--- config.mk ---
export PLATFORM = sky130hd
export DESIGN_NAME = eew_slave
export DESIGN_NICKNAME = d
export VERILOG_FILES = /design/src/hw/eew_pkg.sv /design/src/hw/eew_slave.sv
export SDC_FILE = /design/constraint.sdc
export NUM_CORES = 1
export LEC_CHECK = 0
export BUFFER_PORTS_ARGS = -buffer_cell sky130_fd_sc_hd__clkbuf_2
export CAP_MARGIN = 20
export CORE_UTILIZATION = 55
export DETAILED_ROUTE_END_ITERATION = 6
export GPL_ROUTABILITY_DRIVEN = 0
export MAX_ROUTING_LAYER = met4
export PLACE_DENSITY_LB_ADDON = 0.15
export SLEW_MARGIN = 20
export SYNTH_ARGS = -nofsm -noshare
export SYNTH_HDL_FRONTEND = slang
export SYNTH_SLANG_ARGS = --single-unit
export TNS_END_PERCENT = 1
--- constraint.sdc ---
create_clock -name i_clk -period 5.4 [get_ports i_clk]
set_input_delay 0.54 -clock i_clk [delete_from_list [all_inputs] [get_ports i_clk]]
set_output_delay 0.54 -clock i_clk [all_outputs]
set_load 0.02 [all_outputs]
--- src/hw/eew_pkg.sv ---
// Purpose: Constants and types for the two-wire EEPROM slave front end
// Assumes: One system clock samples the bus lines and the strap pins
// Notes: Overview list of behaviour follows
// Overview of operation
// - Word address picks one of 256 bytes
// - Pages are 16 aligned bytes
// - Page block is 16 pages of 16 bytes
// - Data line only pulled low or released
// - Protect pin blocks upper half programming
// - Protected: address acked, data not acked
// - Select bits compared with select pins
// - Missing select pin picks page block
// - Data changes only while clock low
// - Start is data fall, clock high
// - Stop is data rise, clock high
// - Second stop after program enters standby; here only if the program cycle has ended by then
// - Ack matching slave address
// - Ack every written byte
// - Read: eight bits, then sample ack
// - No ack: release, wait for stop
// - Top four address bits are type
// - Address LSB: 1 read, 0 write
// - Receiver pulls data low ninth clock
// - Busy program cycle: no ack, released
package eew_pkg;

  // ----------------------------------------
  // Register port map
  // ----------------------------------------
  localparam logic [1:0] EEW_REG_CTRL = 2'h0;
  localparam logic [1:0] EEW_REG_STAT = 2'h1;
  localparam logic [1:0] EEW_REG_ADDR = 2'h2;
  localparam int EEW_CTRL_EN_BIT = 0;
  localparam logic EEW_CTRL_EN_RST = 1'b1;

  // ----------------------------------------
  // Array layout
  // ----------------------------------------
  localparam int EEW_ADDR_W = 8;
  localparam int EEW_PAGE_W = 4;
  localparam int EEW_SEL_W = 3;
  localparam int EEW_UPPER_BIT = 7;
  localparam logic [3:0] EEW_BIT_LAST = 4'h8;

  // ----------------------------------------
  // Bus states
  // ----------------------------------------
  typedef enum logic [2:0] {
    EEW_ST_IDLE = 3'b000,
    EEW_ST_DEVADR = 3'b001,
    EEW_ST_WORDADR = 3'b010,
    EEW_ST_DATA = 3'b011,
    EEW_ST_ACK = 3'b100,
    EEW_ST_TX = 3'b101,
    EEW_ST_MACK = 3'b110,
    EEW_ST_WAIT = 3'b111
  } eew_state_t;

  typedef struct packed {
    logic [7:0] addr;
    logic [7:0] wdata;
    logic wr;
    logic rd;
    logic prog;
  } eew_mem_t;

endpackage

--- src/hw/eew_slave.sv ---
// Purpose: Slave side of a 2 Kbit two-wire EEPROM bus interface
// Assumes: Array and program timer sit outside, joined by the memory port
// Notes: Bus lines and pins pass two flops before use
//
// Implementation choices: strobed register access and the placing of the registers.
`timescale 1ns/100ps
`default_nettype none

module eew_slave #(
  parameter logic [3:0] DEV_TYPE = 4'h5 // Arbitrary value
) (
  input wire logic i_clk,
  input wire logic i_rst_n,
  input wire logic i_ce,
  input wire logic i_scl,
  input wire logic i_sda,
  output logic o_sda_o,
  output logic o_sda_oe_n,
  input wire logic [2:0] i_sel_pins,
  input wire logic i_wp,
  input wire logic i_busy,
  input wire logic [7:0] i_rd_data,
  output var eew_pkg::eew_mem_t o_mem,
  output logic o_standby,
  input wire logic [1:0] i_reg_addr,
  input wire logic [7:0] i_reg_wdata,
  input wire logic i_reg_wr,
  input wire logic i_reg_rd,
  output logic [7:0] o_reg_rdata
);

  typedef struct packed {
    logic scl_m;
    logic scl_s;
    logic scl_p;
    logic sda_m;
    logic sda_s;
    logic sda_p;
    logic [2:0] sel_m;
    logic [2:0] sel_s;
    logic wp_m;
    logic wp_s;
    eew_pkg::eew_state_t state;
    eew_pkg::eew_state_t after;
    logic [3:0] bit_cnt;
    logic [7:0] shreg;
    logic drive_low;
    logic [7:0] addr;
    logic mack;
    logic wrote;
    logic load;
    logic standby;
    logic pend_stby;
    logic en;
    logic wr;
    logic rd;
    logic prog;
    logic [7:0] rdata;
  } eew_regs_t;

  eew_regs_t r_reg;
  eew_regs_t r_next;
  logic scl_rise;
  logic scl_fall;
  logic start_evt;
  logic stop_evt;
  logic dev_hit;
  logic protect;

  // ----------------------------------------
  // Bus conditions
  // ----------------------------------------
  assign scl_rise = r_reg.scl_s & ~r_reg.scl_p;
  assign scl_fall = ~r_reg.scl_s & r_reg.scl_p;
  assign start_evt = r_reg.scl_s & r_reg.scl_p & r_reg.sda_p & ~r_reg.sda_s;
  assign stop_evt = r_reg.scl_s & r_reg.scl_p & ~r_reg.sda_p & r_reg.sda_s;
  // Type and select pins; all three pins present, so one page block
  assign dev_hit = (r_reg.shreg[7:4] == DEV_TYPE) && (r_reg.shreg[3:1] == r_reg.sel_s) && !i_busy;
  assign protect = r_reg.wp_s && r_reg.addr[eew_pkg::EEW_UPPER_BIT];

  // ----------------------------------------
  // Next state
  // ----------------------------------------
  always_comb begin
    r_next = r_reg;
    r_next.scl_m = i_scl;
    r_next.scl_s = r_reg.scl_m;
    r_next.scl_p = r_reg.scl_s;
    r_next.sda_m = i_sda;
    r_next.sda_s = r_reg.sda_m;
    r_next.sda_p = r_reg.sda_s;
    r_next.sel_m = i_sel_pins;
    r_next.sel_s = r_reg.sel_m;
    r_next.wp_m = i_wp;
    r_next.wp_s = r_reg.wp_m;
    r_next.wr = 1'b0;
    r_next.rd = 1'b0;
    r_next.prog = 1'b0;
    r_next.rdata = 8'h00;
    if (i_reg_wr && i_reg_addr == eew_pkg::EEW_REG_CTRL) begin
      r_next.en = i_reg_wdata[eew_pkg::EEW_CTRL_EN_BIT];
    end
    if (i_reg_rd) begin
      case (i_reg_addr)
        eew_pkg::EEW_REG_CTRL: r_next.rdata = {7'h00, r_reg.en};
        eew_pkg::EEW_REG_STAT: r_next.rdata = {r_reg.state, r_reg.pend_stby, r_reg.standby, i_busy, r_reg.drive_low,
                                               r_reg.wp_s};
        eew_pkg::EEW_REG_ADDR: r_next.rdata = r_reg.addr;
        default: r_next.rdata = 8'h00;
      endcase
    end
    // Address counter follows each array access
    if (r_reg.wr) begin
      r_next.addr[3:0] = r_reg.addr[3:0] + 4'h1;
    end
    if (r_reg.rd) begin
      r_next.addr = r_reg.addr + 8'h01;
    end
    if (r_reg.load) begin
      r_next.load = 1'b0;
      r_next.shreg = i_rd_data;
      r_next.drive_low = ~i_rd_data[7];
      r_next.bit_cnt = 4'h0;
    end
    if (stop_evt) begin
      r_next.state = eew_pkg::EEW_ST_IDLE;
      r_next.drive_low = 1'b0;
      r_next.load = 1'b0;
      if (r_reg.wrote) begin
        r_next.prog = 1'b1;
        r_next.pend_stby = 1'b1;
        r_next.wrote = 1'b0;
      end else if (!i_busy) begin
        r_next.standby = 1'b1;
        r_next.pend_stby = 1'b0;
      end
    end else if (start_evt) begin
      r_next.drive_low = 1'b0;
      r_next.load = 1'b0;
      if (r_reg.en && !i_busy) begin
        r_next.state = eew_pkg::EEW_ST_DEVADR;
        r_next.bit_cnt = 4'h0;
        r_next.standby = 1'b0;
      end else begin
        r_next.state = eew_pkg::EEW_ST_IDLE;
      end
    end else begin
      case (r_reg.state)
        eew_pkg::EEW_ST_IDLE: begin
          r_next.drive_low = 1'b0;
        end
        eew_pkg::EEW_ST_DEVADR, eew_pkg::EEW_ST_WORDADR, eew_pkg::EEW_ST_DATA: begin
          if (scl_rise) begin
            r_next.shreg = {r_reg.shreg[6:0], r_reg.sda_s};
            r_next.bit_cnt = r_reg.bit_cnt + 4'h1;
          end else if (scl_fall && r_reg.bit_cnt == eew_pkg::EEW_BIT_LAST) begin
            r_next.bit_cnt = 4'h0;
            r_next.state = eew_pkg::EEW_ST_ACK;
            if (r_reg.state == eew_pkg::EEW_ST_DEVADR) begin
              r_next.drive_low = dev_hit;
              r_next.after = !dev_hit ? eew_pkg::EEW_ST_IDLE :
                             r_reg.shreg[0] ? eew_pkg::EEW_ST_TX : eew_pkg::EEW_ST_WORDADR;
            end else if (r_reg.state == eew_pkg::EEW_ST_WORDADR) begin
              r_next.drive_low = 1'b1;
              r_next.addr = r_reg.shreg;
              r_next.after = eew_pkg::EEW_ST_DATA;
            end else if (protect) begin
              r_next.drive_low = 1'b0;
              r_next.after = eew_pkg::EEW_ST_WAIT;
            end else begin
              r_next.drive_low = 1'b1;
              r_next.wr = 1'b1;
              r_next.wrote = 1'b1;
              r_next.after = eew_pkg::EEW_ST_DATA;
            end
          end
        end
        eew_pkg::EEW_ST_ACK: begin
          if (scl_fall) begin
            r_next.drive_low = 1'b0;
            r_next.state = r_reg.after;
            if (r_reg.after == eew_pkg::EEW_ST_TX) begin
              r_next.rd = 1'b1;
              r_next.load = 1'b1;
            end
          end
        end
        eew_pkg::EEW_ST_TX: begin
          if (scl_rise) begin
            r_next.bit_cnt = r_reg.bit_cnt + 4'h1;
          end else if (scl_fall && !r_reg.load) begin
            if (r_reg.bit_cnt == eew_pkg::EEW_BIT_LAST) begin
              r_next.drive_low = 1'b0;
              r_next.state = eew_pkg::EEW_ST_MACK;
            end else begin
              r_next.shreg = {r_reg.shreg[6:0], 1'b0};
              r_next.drive_low = ~r_reg.shreg[6];
            end
          end
        end
        eew_pkg::EEW_ST_MACK: begin
          if (scl_rise) begin
            r_next.mack = ~r_reg.sda_s;
          end else if (scl_fall) begin
            if (r_reg.mack) begin
              r_next.state = eew_pkg::EEW_ST_TX;
              r_next.rd = 1'b1;
              r_next.load = 1'b1;
            end else begin
              r_next.state = eew_pkg::EEW_ST_WAIT;
            end
          end
        end
        eew_pkg::EEW_ST_WAIT: begin
          r_next.drive_low = 1'b0;
        end
        default: begin
          r_next.state = eew_pkg::EEW_ST_IDLE;
        end
      endcase
    end
  end

  // ----------------------------------------
  // State register
  // ----------------------------------------
  always_ff @(posedge i_clk) begin
    if (!i_rst_n) begin
      r_reg <= '0;
      r_reg.scl_m <= 1'b1;
      r_reg.scl_s <= 1'b1;
      r_reg.scl_p <= 1'b1;
      r_reg.sda_m <= 1'b1;
      r_reg.sda_s <= 1'b1;
      r_reg.sda_p <= 1'b1;
      r_reg.standby <= 1'b1;
      r_reg.en <= eew_pkg::EEW_CTRL_EN_RST;
    end else if (i_ce) begin
      r_reg <= r_next;
    end
  end

  // ----------------------------------------
  // Outputs
  // ----------------------------------------
  assign o_sda_o = 1'b0;
  assign o_sda_oe_n = ~r_reg.drive_low;
  assign o_mem.addr = r_reg.addr;
  assign o_mem.wdata = r_reg.shreg;
  assign o_mem.wr = r_reg.wr;
  assign o_mem.rd = r_reg.rd;
  assign o_mem.prog = r_reg.prog;
  assign o_standby = r_reg.standby;
  assign o_reg_rdata = r_reg.rdata;
endmodule

`default_nettype wire

**Word-level counts from Yosys, hierarchy flattened**

Cells that the tools add are included.
Widths: inputs -> output; s select.

- Register bits after elaboration: 58
- Output and inout port bits: 30

- Add/subtract/negate cells: 3
- Eq/ne operators: 29
- Multiplexer cells: 79
- Bitwise gates (word level): 17
- Reductions and logical operators: 25

Operators by type and width:

| operator | number |
|---|---|
| $mux 8 | 8 |
| $mux 9 | 5 |
| $mux 3 | 14 |
| $mux 1 | 33 |
| $ne 4x4->1 const B | 8 |
| $pmux 12 s2 | 1 |
| $pmux 8 s3 | 1 |
| $mux 10 | 2 |
| $mux 4 | 5 |
| $eq 3x3->1 const B | 5 |
| $mux 13 | 1 |
| $mux 12 | 1 |
| $pmux 3 s4 | 1 |
| $ne 2x2->1 const B | 5 |
| $not 1->1 | 10 |
| $reduce_and 10->1 | 1 |
| $reduce_and 5->1 | 2 |
| $add 4x1->4 const B | 2 |
| $add 8x1->8 const B | 1 |
| $mux 2 | 4 |
| $reduce_and 8->1 | 1 |
| $reduce_bool 2->1 | 4 |
| $and 1x1->1 | 7 |
| $logic_and 1x1->1 | 7 |
| 20 further kinds | 24 |

**Logic depth before layout (Yosys ltp)**

- Word-level depth: 10
- Mapped depth: 8

**Worst setup path before layout**

OpenSTA, ideal clock, no wires.

- Path type: register -> register
- Start point: reg r_reg[34] in the netlist's numbering
- End point: reg r_reg[43] in the netlist's numbering
- Arrival time: 1612 ps
- Required time: 5299 ps
- Path slack: 3687 ps
- Stages on the path, launching flop included: 8
- Clock period less this slack: 1713 ps
- Path through: dfxtp_1 inv_1 ha_1 nand3b_4 o31ai_1 a311oi_2 or2_4 o41ai_1

- Word-level cells in the longest chain between the ends: 4

RTL lines:

| element | RTL line | source |
|---|---|---|
| from (decl) | eew_slave.sv:61 | `eew_regs_t r_reg;` |
| from (signal assigned) | eew_slave.sv:239 | `r_reg <= r_next;` |
| $eq 4x4->1 (*) | eew_slave.sv:156, eew_slave.sv:192 |  |
| $logic_and 1x1->1 | eew_slave.sv:156 | `end else if (scl_fall && r_reg.bit_cnt == eew_pkg::EEW_BIT_LAST) begin` |
| $ne 4x4->1 (no line) | - |  |
| $reduce_and 10->1 (no line) (*) | - |  |

Every way passes the cells marked *; elsewhere a longest branch is shown, timed or not.
A chain may end at the register's enable or synchronous reset.

**Final worst setup path**

- Start point: reg r_reg[42] in the netlist's numbering
- End point: reg r_reg (netlist bit o_mem[16])

- Word-level cells in the longest chain between the ends: 8

RTL lines:

| element | RTL line | source |
|---|---|---|
| $eq 3x2->1 | eew_slave.sv:148, eew_slave.sv:163 |  |
| $mux 8 | eew_slave.sv:163 | `end else if (r_reg.state == eew_pkg::EEW_ST_WORDADR) begin` |
| $mux 8 | eew_slave.sv:159 | `if (r_reg.state == eew_pkg::EEW_ST_DEVADR) begin` |
| $mux 9 | eew_slave.sv:156 |  |
| $mux 9 | eew_slave.sv:153 | `if (scl_rise) begin` |
| $mux 8 (*) | eew_slave.sv:148 | `case (r_reg.state)` |
| $mux 10 (*) | eew_slave.sv:137 | `end else if (start_evt) begin` |
| $mux 9 (*) | eew_slave.sv:125 | `if (stop_evt) begin` |

Every way passes the cells marked *; elsewhere a longest branch is shown, timed or not. The select of a mux whose other input is x is not followed.

==> impl_metrics.json <==
{
  "status": "finished clean",
  "clk_pin_slew_ns": 0.07,
  "cts_buffers": 9,
  "drtIter0Drc": 275,
  "die_x_um": 80.4,
  "vias": 3059,
  "cp.buffers_inverters": 0,
  "place_area_mm2": 0.00342,
  "diodes": 0,
  "hold_path.class": "input pin to flop",
  "ys_async_sr_fraction_pct": 0,
  "top_layer_used": "met4",
  "p_per_area_mw_per_mm2": 245,
  "cts_tree": "built",
  "critPathTopFamily": "simple AND/OR/NAND/NOR gates",
  "drive_gt1_share_pct": 20.2,
  "dieHeight_um": 80.4,
  "slew_headroom_pct": 29.2,
  "area.sequential_mm2": 0.00114,
  "worst_setup_path_end_kind": "flop",
  "wl_met3_um": 597,
  "fin_tns_setup_ns": 0,
  "vias_per_cell": 6.12,
  "synth_cell_type_count": 63,
  "most-common-layout-cells": "57 x dfxtp_1, 51 x clkbuf_2, 38 x nor2_1",
  "worstPathRequired_ns": 5.63,
  "grt_usage_pct": 28.0,
  "syn_avg_cell_area_um2": 8.28,
  "synth_edf_count": 0,
  "avgRoutedWirePerCell_um": 16.7,
  "drv_cap": 0,
  "syn_to_final_growth_pct": 6.81,
  "yosysWarnings": 0,
  "fmax_ghz": 0.396,
  "core_area_mm2": 0.00592,
  "min_period_ns": 2.52,
  "grt.overflow.total": 0,
  "yosysTopAreaCellShare_pct": 33.8,
  "layout.nets": 453,
  "wl_met1_mm": 3.83,
  "drtAntennaViolNets": 0,
  "ioPinCount": 60,
  "rsz0062_at_grt": "no",
  "synth_ff_type": "dfxtp_1",
  "setup_viol_count_final": 0,
  "grt_pass1_vias": 2706,
  "power.leakage_nw": 1.40,
  "clk_latency_ns": 0.34,
  "hold_viol_final": 0,
  "grt_start_max_net_pins": 40,
  "clock_sinks": 57,
  "cts_hold_buf": 0,
  "die_area_mm2": 0.00646,
  "yosysTopAreaCell": "dfxtp_1",
  "cpMaxStageDelayCell": "nor4_4",
  "skew_ns": 0.00706,
  "synth_area_leaders": "dfxtp_1 34%, mux2i_1 6.8%, buf_4 6.7%",
  "fin_crit_sh_pct": 46.7,
  "tightest_slew_ns": 1.05,
  "synth_area_mm2": 0.00338,
  "worstPathArrival_ns": 2.75,
  "critPathLaunchType": "flop",
  "post_cts_buffers": 0,
  "drt_first_pass_iters": 5,
  "final_common_cell": "dfxtp_1",
  "io_buffers": 51,
  "criticalPathCategory": "flop to flop",
  "synthCells": 408,
  "stdcell_area_mm2": 0.00361,
  "fillers": 545,
  "cts_resized": 0,
  "grt_pass1_wl_mm": 13.3,
  "rows": 28,
  "syn_nets": 441,
  "clockBufferDepth": 2,
  "ir_drop_mv": 0.174,
  "start_util_pct": 57.1,
  "largest_reg_flops": 22,
  "cpPeakStageDelay_ns": 0.95,
  "multi_input_area_mm2": 0.00188,
  "path_max_fanout": 23,
  "yosysSeqAreaShare_pct": 33.8,
  "cp_cell_sequence": "o21bai_4 -> nor4_4 -> o21ai_0 -> a32o_1",
  "dp_hpwl_mm": 5.71,
  "drt-total-wl_mm": 8.36,
  "finalHoldWorstSlack_ns": 0.410,
  "antenna_found_initial": 0,
  "ys_ff_latch": 57,
  "met2_length_mm": 3.72,
  "root_buffer": "clkbuf_8",
  "drc": 0,
  "htreeDepth": 3,
  "drv_slew": 0
}
-- cell type report --
type,count,area share (%)
Multi-Input combinational cell,289,52.1
Sequential cell,57,31.6
Timing Repair Buffer,53,7.49
Clock buffer,11,3.64
Tap cell,75,2.60
Clock inverter,5,1.56
Inverter,10,1.04
-- cell families after synthesis --
group	synth area share [%]
xor+xnor	0.778
fa+ha+maj	1.11
other cells	0.111
mux	8.81
buf+inv	10.6
flops	33.8
simple gates	22.3
compound gates	22.5
-- worst paths after layout --
check	from	to	slack, ns	cells after the start
worst min register to register	r_next[56]	r_next[56]	0.48	2
worst max-delay path	r_reg[42]	o_mem[16]	2.88	4
worst max register to register	r_reg[42]	o_mem[16]	2.88	4
worst min-delay path	i_scl	r_next[56]	0.41	3
-- worst reg2reg max path: stages (launching register included) --
cell and delay, ns:
dfxtp_1 0.78, o21bai_4 0.16, nor4_4 0.95, o21ai_0 0.23
a32o_1 0.30
-- power by group --
part | switching [mW] | total (mW) | internal [mW]
registers | 0.00488 | 0.431 | 0.426
logic | 0.0388 | 0.0617 | 0.0230
clock network | 0.178 | 0.391 | 0.212
-- cells in the mapped netlist (2+ instances only) --
master	number
a211oi_1	2
a21oi_1	22
a22oi_1	7
a311oi_1	2
a31oi_1	8
a32o_1	4
and2_1	3
and2b_1	2
and3_1	4
buf_1	3
buf_2	5
buf_4	30
clkbuf_1	13
dfxtp_1	57
ha_1	3
inv_1	10
mux2_2	6
mux2i_1	23
nand2_1	29
nand2b_1	8
nand3_1	18
nand3b_1	2
nand4_1	4
nand4b_1	2
nor2_1	38
nor2b_1	8
nor3_1	5
nor4_1	4
nor4b_1	2
o21a_1	4
o21ai_0	34
o22ai_1	2
o2bb2ai_1	2
o311ai_0	2
o31ai_1	8
o41ai_1	3
xnor2_1	3
-- per-layer routing --
layer	vias to the layer above	GRT usage [%]
li1	1480	-
met1	1429	36.4
met2	129	41.7
met3	21	5.80
met4	0	12.5
met5	-	-
-- through the flow --
| step | utilization, % | power (mW) | cells | setup slack [ns] |
|---|---|---|---|---|
| after detailed placement | 57.8 | 0.501 | 484 | 2.95 |
| after global routing | 61.0 | 0.919 | 500 | 2.72 |
| final | 61.0 | 0.883 | 500 | 2.88 |
| after floorplan | - | 0.482 | 408 | 3.69 |
| after global placement | 57.8 | 0.500 | 484 | 2.99 |
| after CTS | 61.0 | 0.887 | 500 | 2.95 |
No activity file was read; power rests on OpenSTA's default activity.
